[src/core/shr_defs.svh]
// Constants for the shadow RAM and cache control register bank.
// Assumes an 8-bit register port and a 20-bit real-mode memory address.
`ifndef SHR_DEFS_SVH
`define SHR_DEFS_SVH

// ==========================================================
// Register offsets and reset values
`define SHR_ROM_CTL_ADDR      8'h26
`define SHR_CACHE_CTL_ADDR    8'h40
`define SHR_ROM_CTL_RST       8'h10
`define SHR_CACHE_CTL_RST     8'hdf

// ==========================================================
// Field positions of shadow_rom_control
`define SHR_ROM_WR_CS_BIT     7
`define SHR_COPY_EN_BIT       6
`define SHR_WPROT_BIT         5
`define SHR_SMM_BURST_BIT     4
`define SHR_SEG_EN_MSB        3
`define SHR_SEG_EN_LSB        0

// ==========================================================
// Field positions of cache_and_at_cycle_control
`define SHR_CACHE_DIS_BIT     7
`define SHR_FAST_AT_BIT       6
`define SHR_B2B_IO_BIT        5

// ==========================================================
// Address nibbles of the 64KB pages that are decoded
`define SHR_PAGE_C            4'hc
`define SHR_PAGE_E            4'he
`define SHR_PAGE_A            4'ha
`define SHR_ROM_PAGE_LO       4'he

// ==========================================================
// Timing in isa_bus_clock periods
`define SHR_BALE_DLY_NORM     2'h2
`define SHR_BALE_DLY_FAST     2'h1
`define SHR_B2B_IO_GAP        2'h3

`endif

[src/core/shr_pkg.sv]
// Types of the shadow RAM and cache control register bank.
// Assumes shr_defs.svh is on the include path.
`include "shr_defs.svh"

package shr_pkg;

	// ==========================================================
	// ISA cycle sequencer
	typedef enum logic [2:0]
	{
		SHR_IDLE,
		SHR_DLY,
		SHR_BALE,
		SHR_BUSY,
		SHR_GAP
	} shr_isa_e;

	// ==========================================================
	// Whole state of the block
	typedef struct packed
	{
		logic [7:0] rom_ctl;
		logic [7:0] cache_ctl;
		logic [7:0] rdata;
		logic       at_s1;
		logic       at_s2;
		logic       at_s3;
		logic       at_filt;
		shr_isa_e   st;
		logic [1:0] cnt;
		logic       cur_rom;
		logic       pend;
		logic       pend_io;
		logic       pend_rom;
		logic       cur_io;
		logic       route_valid;
		logic       dram_sel;
		logic       dram_we;
		logic       isa_sel;
		logic       rom_cs_n;
		logic       bale;
		logic       nonburst;
		logic       l1_en;
		logic       l2_en;
		logic       isa_busy;
	} shr_state_s;

	localparam shr_state_s SHR_RESET = '{
		rom_ctl:   `SHR_ROM_CTL_RST,
		cache_ctl: `SHR_CACHE_CTL_RST,
		st:        SHR_IDLE,
		rom_cs_n:  1'b1,
		default:   '0
	};

endpackage

[src/core/shr_ctrl.sv]
// Shadow RAM, ROM chip select, SYSTEM_MANAGEMENT_MODE burst, cache and ISA cycle start control.
// Assumes a CPU cycle decoder that pulses cyc_start with the cycle's
// attributes, and ISA cycle logic on mclk that pulses isa_done.
`timescale 1ns/1ps
`include "shr_defs.svh"

module shr_ctrl
(
	input  wire logic        mclk,
	input  wire logic        rst,
	input  wire logic [7:0]  reg_addr,
	input  wire logic [7:0]  reg_wdata,
	input  wire logic        reg_wr,
	input  wire logic        reg_rd,
	output logic      [7:0]  reg_rdata,
	input  wire logic        cyc_start,
	input  wire logic [19:0] cyc_addr,
	input  wire logic        cyc_write,
	input  wire logic        cyc_io,
	input  wire logic        system_management_mode,
	input  wire logic [3:0]  seg_companion_en,
	input  wire logic        isa_bus_clock,
	input  wire logic        isa_done,
	output logic             route_valid,
	output logic             dram_sel,
	output logic             dram_we,
	output logic             isa_sel,
	output logic             rom_chip_select_n,
	output logic             bale,
	output logic             nonburst_rdy,
	output logic             l1_cache_en,
	output logic             l2_cache_en,
	output logic             isa_busy
);

	// ==========================================================
	// Decode helpers

	// The segment index is simply address bits 15:14, so bit 0 of the
	// enable field covers the lowest 16KB.
	function automatic logic seg_hit(input logic [19:0] a, input logic [3:0] en,
		input logic [3:0] comp);
		seg_hit = (a[19:16] == `SHR_PAGE_C) && en[a[15:14]] && comp[a[15:14]];
	endfunction

	function automatic logic in_copy_area(input logic [19:0] a);
		in_copy_area = (a[19:16] >= `SHR_PAGE_C) && (a[19:16] <= `SHR_PAGE_E);
	endfunction

	// Both the write and the read path decode the same register offsets.
	function automatic logic reg_hit(input logic [7:0] a, input logic [7:0] offs);
		reg_hit = (a == offs);
	endfunction

	shr_pkg::shr_state_s s_ff;
	shr_pkg::shr_state_s nxt_s;

	logic       at_rise;
	logic       mem_isa;
	logic       rom_space;
	logic       go_isa;
	logic       go_rom;
	logic [1:0] bale_dly;

	// ==========================================================
	// Next state
	always_comb
	begin
		nxt_s = s_ff;

		// ==========================================================
		// ISA clock synchroniser
		// The ISA clock is foreign; a change counts only once the second
		// and third stages agree, which filters a metastable first stage.
		nxt_s.at_s1 = isa_bus_clock;
		nxt_s.at_s2 = s_ff.at_s1;
		nxt_s.at_s3 = s_ff.at_s2;
		if (s_ff.at_s2 == s_ff.at_s3)
		begin
			nxt_s.at_filt = s_ff.at_s3;
		end
		at_rise = (s_ff.at_s2 == s_ff.at_s3) && s_ff.at_s3 && !s_ff.at_filt;

		// ==========================================================
		// Register port
		// Read data stand for one cycle only, so a later read never
		// sees a stale value.
		if (reg_wr && reg_hit(reg_addr, `SHR_ROM_CTL_ADDR))
		begin
			nxt_s.rom_ctl = reg_wdata;
		end
		if (reg_wr && reg_hit(reg_addr, `SHR_CACHE_CTL_ADDR))
		begin
			nxt_s.cache_ctl = reg_wdata;
		end
		nxt_s.rdata = 8'h00;
		if (reg_rd && reg_hit(reg_addr, `SHR_ROM_CTL_ADDR))
		begin
			nxt_s.rdata = s_ff.rom_ctl;
		end
		if (reg_rd && reg_hit(reg_addr, `SHR_CACHE_CTL_ADDR))
		begin
			nxt_s.rdata = s_ff.cache_ctl;
		end

		// ==========================================================
		// Cache enables
		// Both levels follow one bit; software cannot enable only one of them.
		nxt_s.l1_en = !s_ff.cache_ctl[`SHR_CACHE_DIS_BIT];
		nxt_s.l2_en = !s_ff.cache_ctl[`SHR_CACHE_DIS_BIT];

		// ==========================================================
		// Memory routing, decided once per CPU cycle
		// Companion enables are a level from another bank; a change between
		// cycles only affects the next cycle.
		mem_isa   = 1'b0;
		rom_space = (cyc_addr[19:16] >= `SHR_ROM_PAGE_LO);
		go_isa    = 1'b0;
		go_rom    = 1'b0;
		nxt_s.route_valid = 1'b0;
		if (cyc_start)
		begin
			nxt_s.route_valid = 1'b1;
			nxt_s.dram_sel = 1'b0;
			nxt_s.dram_we  = 1'b0;
			nxt_s.isa_sel  = 1'b0;
			if (cyc_io)
			begin
				go_isa = 1'b1;
			end
			else if (s_ff.rom_ctl[`SHR_COPY_EN_BIT] && in_copy_area(cyc_addr))
			begin
				nxt_s.dram_sel = cyc_write;
				nxt_s.dram_we  = cyc_write;
				mem_isa        = !cyc_write;
			end
			else if (seg_hit(cyc_addr, s_ff.rom_ctl[`SHR_SEG_EN_MSB:`SHR_SEG_EN_LSB],
				seg_companion_en))
			begin
				nxt_s.dram_sel = 1'b1;
				nxt_s.dram_we  = cyc_write && !s_ff.rom_ctl[`SHR_WPROT_BIT];
			end
			else if (cyc_addr[19:16] < `SHR_PAGE_A)
			begin
				nxt_s.dram_sel = 1'b1;
				nxt_s.dram_we  = cyc_write;
			end
			else
			begin
				mem_isa = 1'b1;
			end
			if (mem_isa)
			begin
				go_isa = 1'b1;
				go_rom = rom_space && (!cyc_write || s_ff.rom_ctl[`SHR_ROM_WR_CS_BIT]);
			end
			nxt_s.isa_sel  = go_isa;
			nxt_s.nonburst = system_management_mode && !cyc_io
				&& !s_ff.rom_ctl[`SHR_SMM_BURST_BIT];
		end

		// ==========================================================
		// ISA cycle start sequencer
		bale_dly = s_ff.cache_ctl[`SHR_FAST_AT_BIT] ? `SHR_BALE_DLY_FAST
			: `SHR_BALE_DLY_NORM;
		if (go_isa && s_ff.st != shr_pkg::SHR_IDLE)
		begin
			// A request that finds the sequencer busy is parked here and
			// started as soon as the running cycle or its recovery gap ends.
			nxt_s.pend     = 1'b1;
			nxt_s.pend_io  = cyc_io;
			nxt_s.pend_rom = go_rom;
		end
		nxt_s.bale = 1'b0;
		unique case (s_ff.st)
			shr_pkg::SHR_IDLE:
			begin
				if (go_isa)
				begin
					nxt_s.st      = shr_pkg::SHR_DLY;
					nxt_s.cnt     = bale_dly;
					nxt_s.cur_io  = cyc_io;
					nxt_s.cur_rom = go_rom;
				end
			end
			shr_pkg::SHR_DLY:
			begin
				if (at_rise)
				begin
					nxt_s.cnt = s_ff.cnt - 2'h1;
					if (s_ff.cnt == 2'h1)
					begin
						nxt_s.st   = shr_pkg::SHR_BALE;
						nxt_s.bale = 1'b1;
					end
				end
			end
			shr_pkg::SHR_BALE:
			begin
				nxt_s.bale = !at_rise;
				if (at_rise)
				begin
					nxt_s.st = shr_pkg::SHR_BUSY;
				end
			end
			shr_pkg::SHR_BUSY:
			begin
				if (isa_done)
				begin
					if (s_ff.cur_io && !s_ff.cache_ctl[`SHR_B2B_IO_BIT])
					begin
						nxt_s.st  = shr_pkg::SHR_GAP;
						nxt_s.cnt = `SHR_B2B_IO_GAP;
					end
					else if (nxt_s.pend)
					begin
						// A parked request starts straight from the finished cycle
						// unless a recovery gap follows an I/O cycle; then it stays
						// parked and is started at the gap's end.
						nxt_s.st      = shr_pkg::SHR_DLY;
						nxt_s.cnt     = bale_dly;
						nxt_s.cur_io  = nxt_s.pend_io;
						nxt_s.cur_rom = nxt_s.pend_rom;
						nxt_s.pend    = 1'b0;
					end
					else
					begin
						nxt_s.st = shr_pkg::SHR_IDLE;
					end
				end
			end
			shr_pkg::SHR_GAP:
			begin
				// The gap is only needed before a following I/O cycle; a memory
				// cycle waiting here is released at the gap's end as well,
				// which costs a little time but keeps one sequencer.
				if (at_rise)
				begin
					nxt_s.cnt = s_ff.cnt - 2'h1;
					if (s_ff.cnt == 2'h1)
					begin
						nxt_s.st = shr_pkg::SHR_IDLE;
						if (nxt_s.pend)
						begin
							nxt_s.st      = shr_pkg::SHR_DLY;
							nxt_s.cnt     = bale_dly;
							nxt_s.cur_io  = nxt_s.pend_io;
							nxt_s.cur_rom = nxt_s.pend_rom;
							nxt_s.pend    = 1'b0;
						end
					end
				end
			end
			default:
			begin
				nxt_s.st = shr_pkg::SHR_IDLE;
			end
		endcase

		nxt_s.isa_busy = (nxt_s.st != shr_pkg::SHR_IDLE);
		nxt_s.rom_cs_n = !(nxt_s.cur_rom && (nxt_s.st == shr_pkg::SHR_DLY
			|| nxt_s.st == shr_pkg::SHR_BALE || nxt_s.st == shr_pkg::SHR_BUSY));
	end

	// ==========================================================
	// State register
	// One register holds the whole state, so reset loads a single constant.
	always_ff @(posedge mclk or posedge rst)
	begin
		if (rst)
		begin
			s_ff <= shr_pkg::SHR_RESET;
		end
		else
		begin
			s_ff <= nxt_s;
		end
	end

	// ==========================================================
	// Outputs
	assign reg_rdata         = s_ff.rdata;
	assign route_valid       = s_ff.route_valid;
	assign dram_sel          = s_ff.dram_sel;
	assign dram_we           = s_ff.dram_we;
	assign isa_sel           = s_ff.isa_sel;
	assign rom_chip_select_n = s_ff.rom_cs_n;
	assign bale              = s_ff.bale;
	assign nonburst_rdy      = s_ff.nonburst;
	assign l1_cache_en       = s_ff.l1_en;
	assign l2_cache_en       = s_ff.l2_en;
	assign isa_busy          = s_ff.isa_busy;

endmodule // shr_ctrl

[config.mk]
export PLATFORM = sky130hd
export DESIGN_NAME = shr_ctrl
export DESIGN_NICKNAME = d
export VERILOG_FILES = /design/src/core/shr_pkg.sv /design/src/core/shr_ctrl.sv
export VERILOG_INCLUDE_DIRS = /design/src /design/src/core
export SDC_FILE = /design/constraint.sdc
export NUM_CORES = 1
export LEC_CHECK = 0
export BUFFER_PORTS_ARGS = -buffer_cell sky130_fd_sc_hd__buf_2
export CORE_UTILIZATION = 30
export CTS_CLUSTER_DIAMETER = 40
export DETAILED_ROUTE_END_ITERATION = 8
export PLACE_DENSITY = 0.56
export SYNTH_ARGS = -nofsm -noshare
export SYNTH_HDL_FRONTEND = slang
export SYNTH_SLANG_ARGS = --single-unit
[constraint.sdc]
create_clock -name mclk -period 5.6 [get_ports mclk]
set_input_delay 0 -clock mclk [delete_from_list [all_inputs] [get_ports mclk]]
set_output_delay 0 -clock mclk [all_outputs]
set_load 0.02 [all_outputs]
## After elaboration in Yosys (flattened, before gate mapping)

Cells that the tools add are included.

| word-level totals | value |
|---|---|
| register bits | 47 |
| input bits | 50 |
| output and inout port bits | 18 |
| logic and storage cells | 133 |

| operators by class | value |
|---|---|
| $add $sub $neg | 1 |
| magnitude comparators | 5 |
| eq/ne operators | 19 |
| mux-type cells | 49 |
| reduce and logical (&&, ||, !) cells | 36 |

Operators by type and width:

| kind | count |
|---|---|
| $mux 1 | 21 |
| $mux 7 | 3 |
| $logic_and 1x1->1 | 17 |
| $mux 8 | 2 |
| $mux 5 | 3 |
| $pmux 3 s5 | 1 |
| $eq 3x2->1 const B | 4 |
| $mux 2 | 6 |
| $ne 2x2->1 const B | 6 |
| $reduce_and 6->1 | 2 |
| $logic_not 1->1 | 9 |
| $mux 3 | 3 |
| $reduce_bool 3->1 | 3 |
| $eq 8x6->1 const B | 1 |
| $eq 8x7->1 const B | 1 |
| $ge 4x4->1 const B | 2 |
| $mux 4 | 2 |
| $pmux 2 s4 | 1 |
| $eq 3x1->1 const B | 2 |
| $mux 6 | 1 |
| $pmux 1 s3 | 2 |
| $bmux 1 s2 | 2 |
| $eq 4x4->1 const B | 1 |
| $le 4x4->1 const B | 1 |
| other kinds (11) | 14 |

## Logic depth before layout (Yosys ltp)

| logic depth | value |
|---|---|
| depth in word-level cells | 21 |
| gate-level depth with buffers | 8 |
| mapped depth without buffers | 7 |

## Least setup slack after synthesis

OpenSTA, ideal clock, no wires.

| timing | value |
|---|---|
| kind | reg-to-reg |
| start | register s_ff[17] (netlist bit) |
| end | register s_ff[14] (netlist bit) |
| setup time | 0.131 ns |
| data arrival time | 1.712 ns |
| required time | 5.469 ns |
| slack | 3.756 ns |
| cell stages (with the launch flop) | 7 |
| path buffers | 1 |
| clock period less this slack | 1.844 ns |
| path through | dfrtp_1 buf_2 o31a_1 a21oi_1 nand2_1 o2111a_1 or3_1 |

RTL lines:

| item | RTL line | RTL |
|---|---|---|
| start: declaration | shr_ctrl.sv:55 | `shr_pkg::shr_state_s s_ff;` |
| start signal: assignment | shr_ctrl.sv:272 | `s_ff <= shr_pkg::SHR_RESET;` |
| start signal: assignment | shr_ctrl.sv:276 | `s_ff <= nxt_s;` |

==> impl_results.md <==
- RR Startpoint: s_ff[21]
- CTS Sinks: between 40 and 50
- Simple-gate share of the synthesized area: between 10% and 20%
- Reg2Reg Setup Slack: roughly 3500 ps
- Core area: 7848 sq um
- Post-route ant nets: 0
- Syn avg cell area: 10.38 sq um
- Detailed Routing Iterations Pass 1: 4
- Post-CTS Setup Repair Bufs: 0
- Synth async-reset ratio: 100.0%
- Seq/Total Area, Yosys: between 40 and 50%
- Syn nets: a little under 300
- Outcome: completed
- Synthesized cell area: roughly 2500 sq um
- Final hold violations: 0
- Adder-cell share of the synthesized area: 1.412%
- Largest net degree at the start of global routing: 48
- Routed vias: a little over 2000
- Synthesized flop and latch total: 47
- Syn Inst Count: 239
- GPL Wtd Cong: 0.8111
- WP data arrival: between 2000 and 2500 ps
- Overflow after GRT: 0
- Worst Path Class, Setup: flip-flop to flip-flop
- Max-Slew Margin vs Limit: roughly a third
- RSZ-0062 raised after global routing: no
- WP data required: approximately 6000 ps
- Remaining DRCs: 0
- Post-synth top area share: between 30% and 40%
- R2R cell count: 7
- H-tree depth: 2
- # setup viols final: 0
- Worst path slowest cell: a311oi_1
- GRT Util Overall: 14.51%
- Power Total: 0.0009540 W
- Hold Path Class: input port to flip-flop
- Vias per inst: between 5 and 6
- Ranking of synthesized cells by area: dfrtp_1, dfstp_2, mux2_2
- Root Buffer: clkbuf_8
- Compound-cell area share of the yosys netlist: between 10% and 20%
- Final WL: roughly 5700 microns
- CP endpoint kind: flip-flop
- Number of synthesized flops with an enable pin: 0
- Number of synthesis warnings: 0
- Synth cell types: 54
- Die Height: between 90 and 100 microns
- Fin nets: between 300 and 400
- Hold Slack: about 76 ps
- CP Launch Type: flip-flop
- Pwr per Cell Area: 321.4 nW/um^2
- Mux cell area share after synthesis: 9.077%
- Area of the multi-input gates: around 1200 sq um
- Clk_lat worst skew: about 310 ps
- CTS resizes: 0
- Layout cells sized above 1: ~33%
- Highest Clock Rate: 471.7 MHz
- Worst-path maximum fanout: 6
- N_diodes: 0
- Max_cap viols: 0
- Cell Count, Final, Fillers Out: between 300 and 400
- Dpl cells: 376
- Cell taking the most area after synthesis: dfrtp_1
- Main combinational cell family by area after synthesis: compound AO/OA/AOI/OAI gates
- End of the critical path: isa_busy
- Worst path top cell family by delay: compound AO/OA/AOI/OAI gates
- Crit-path cells: ha_1, nor2b_1, nand2_1, o32a_1, a311oi_1, a21o_1, or3_1
- Min cycle time layout: 2120 ps
- Wire per inst: about 14 microns
- Port buffer count: 53
- Crit path largest cell delay: 450 ps
- Top FF cell, synth: dfrtp_1
- Final Slew Violations: 0
- Top Ports: 68
- Clk_skew: 15.01 ps
- Cts bufs inserted: 5
- Post-CTS Hold Fix Bufs: 11
- Worst path depth: 7
- Register area: between 1000 and 1500 sq um
- Crit path buffers/inverters: 0
- Initial antenna violation count: 0
- Synth Area in XOR/XNOR: 0%
- Worst-case clock buffer depth: 2
- Number of global-route vias before repair: ~2100
- Clock-pin slew on the worst setup and hold paths: approximately 90 ps
- Die area: 8638 sq um
- Starting density of the core: between 30% and 40%
- First-pass GRT wire length: between 9000 and 10000 microns
- Measured slew at the worst slew-check pin: 974.6 ps
- Leak: 1.374 nW
- R2r endpoint: isa_busy
- CTS tree: built
- # fillers: 829
- Worst setup startpoint: s_ff[21]
- Max VDD drop: slightly above 0.1 mV
- Tcrit/Tclk final: between 30% and 40%
- Die width: slightly above 90 microns
- Area growth from synthesis to layout: 19.62%
- Post-Route Setup TNS: 0 ps
- DR iter-0 viols: approximately 110
- HPWL after DPL: 4246 microns
- Rows: 32
sequential cells by signal, indices dropped and copies added (netlist names):
register	flops
bale	1
dram_sel	1
dram_we	1
isa_busy	1
isa_sel	1
l2_cache_en	1
nonburst_rdy	1
nxt_s	2
reg_rdata	8
rom_chip_select_n	1
route_valid	1
s_ff	28
worst min path at each step:
stage,from,to,slack [ps],cells after the start
after floorplan,isa_bus_clock,nxt_s[22],30,0
after global placement,isa_bus_clock,nxt_s[22],110,1
after detailed placement,isa_bus_clock,nxt_s[22],110,1
after CTS,cyc_io,s_ff[12],60,2
after global routing,cyc_io,s_ff[12],100,2
final,cyc_io,s_ff[12],80,2
power breakdown:
part           internal, W  switching, W  leakage, nW  total (W)
combinational     0.000134      0.000175        0.750   0.000309
clock            0.0000896      0.000123       0.0485   0.000213
sequential        0.000388     0.0000445        0.576   0.000432
final cells by class:
class	instances	share of cell area, %
Sequential cell	47	40.01
Multi-Input combinational cell	166	38.95
Timing Repair Buffer	64	12.65
Tap cell	102	4.300
Clock buffer	5	2.319
Inverter	8	1.012
Clock inverter	3	0.7589
through the flow:
stage	utilization, %	setup WS [ps]	cell area (sq um)
3_3_place_gp	35.25	3483	2766
4_1_cts	37.82	3466	2968
6_report	37.82	3480	2968
2_1_floorplan	-	3756	2481
3_5_place_dp	35.25	3490	2766
5_1_grt	37.82	3275	2968
worst register-to-register path, delay by kind of cell, from the launching register on:
kind                       cells  cell delay (ps)
DFF                            1              360
AOI/OAI and AO/OA              3              950
adders and majority gates      1              170
and+or+nand+nor                3              590
routing by layer:
layer	track usage [%]	part of all wire [%]
met1	20.23	48
met2	23.04	48
met3	2.135	2.8
met4	4.615	1.4
met5	0	0
cell usage after synthesis, types with 3 or more instances:
cell type,n
buf_2,5
nor2b_1,3
o211ai_1,3
o21ai_1,4
a22o_1,10
mux2_2,18
nand2_1,29
a31oi_1,6
a21o_1,3
nand2b_1,4
and3_1,3
and2_1,3
nand4_1,3
inv_1,8
nor2_1,12
or3_1,4
nand3_1,7
buf_4,9
clkbuf_1,4
dfrtp_1,38
dfstp_2,9
a21oi_1,13
cell families (layout without fill, tap and decap cells):
logic type      after synthesis  count (layout)
simple gates                 80              80
compound gates               64              64
flops                        47              47
buf+inv                      26              80
mux                          19              19
fa+ha+maj                     3               3
cell usage in the layout (no fill, tap or decap), types with 3 or more instances in the layout:
cell           Yosys  routed
or3_1              4       4
mux2_2            18      18
nand2b_1           4       4
a21oi_1           13      13
a22o_1            10      10
nor2_1            12      12
dfstp_2            9       9
buf_2              5      53
o21ai_1            4       4
and2_1             3       3
nand4_1            3       3
nand3_1            7       7
o211ai_1           3       3
nand2_1           29      29
nor2b_1            3       3
and3_1             3       3
dlygate4sd3_1      0      11
inv_1              8       7
dfrtp_1           38      38
clkbuf_8           0       5
a31oi_1            6       6
a21o_1             3       3
Note: power is estimated with default switching activity, not from simulation.
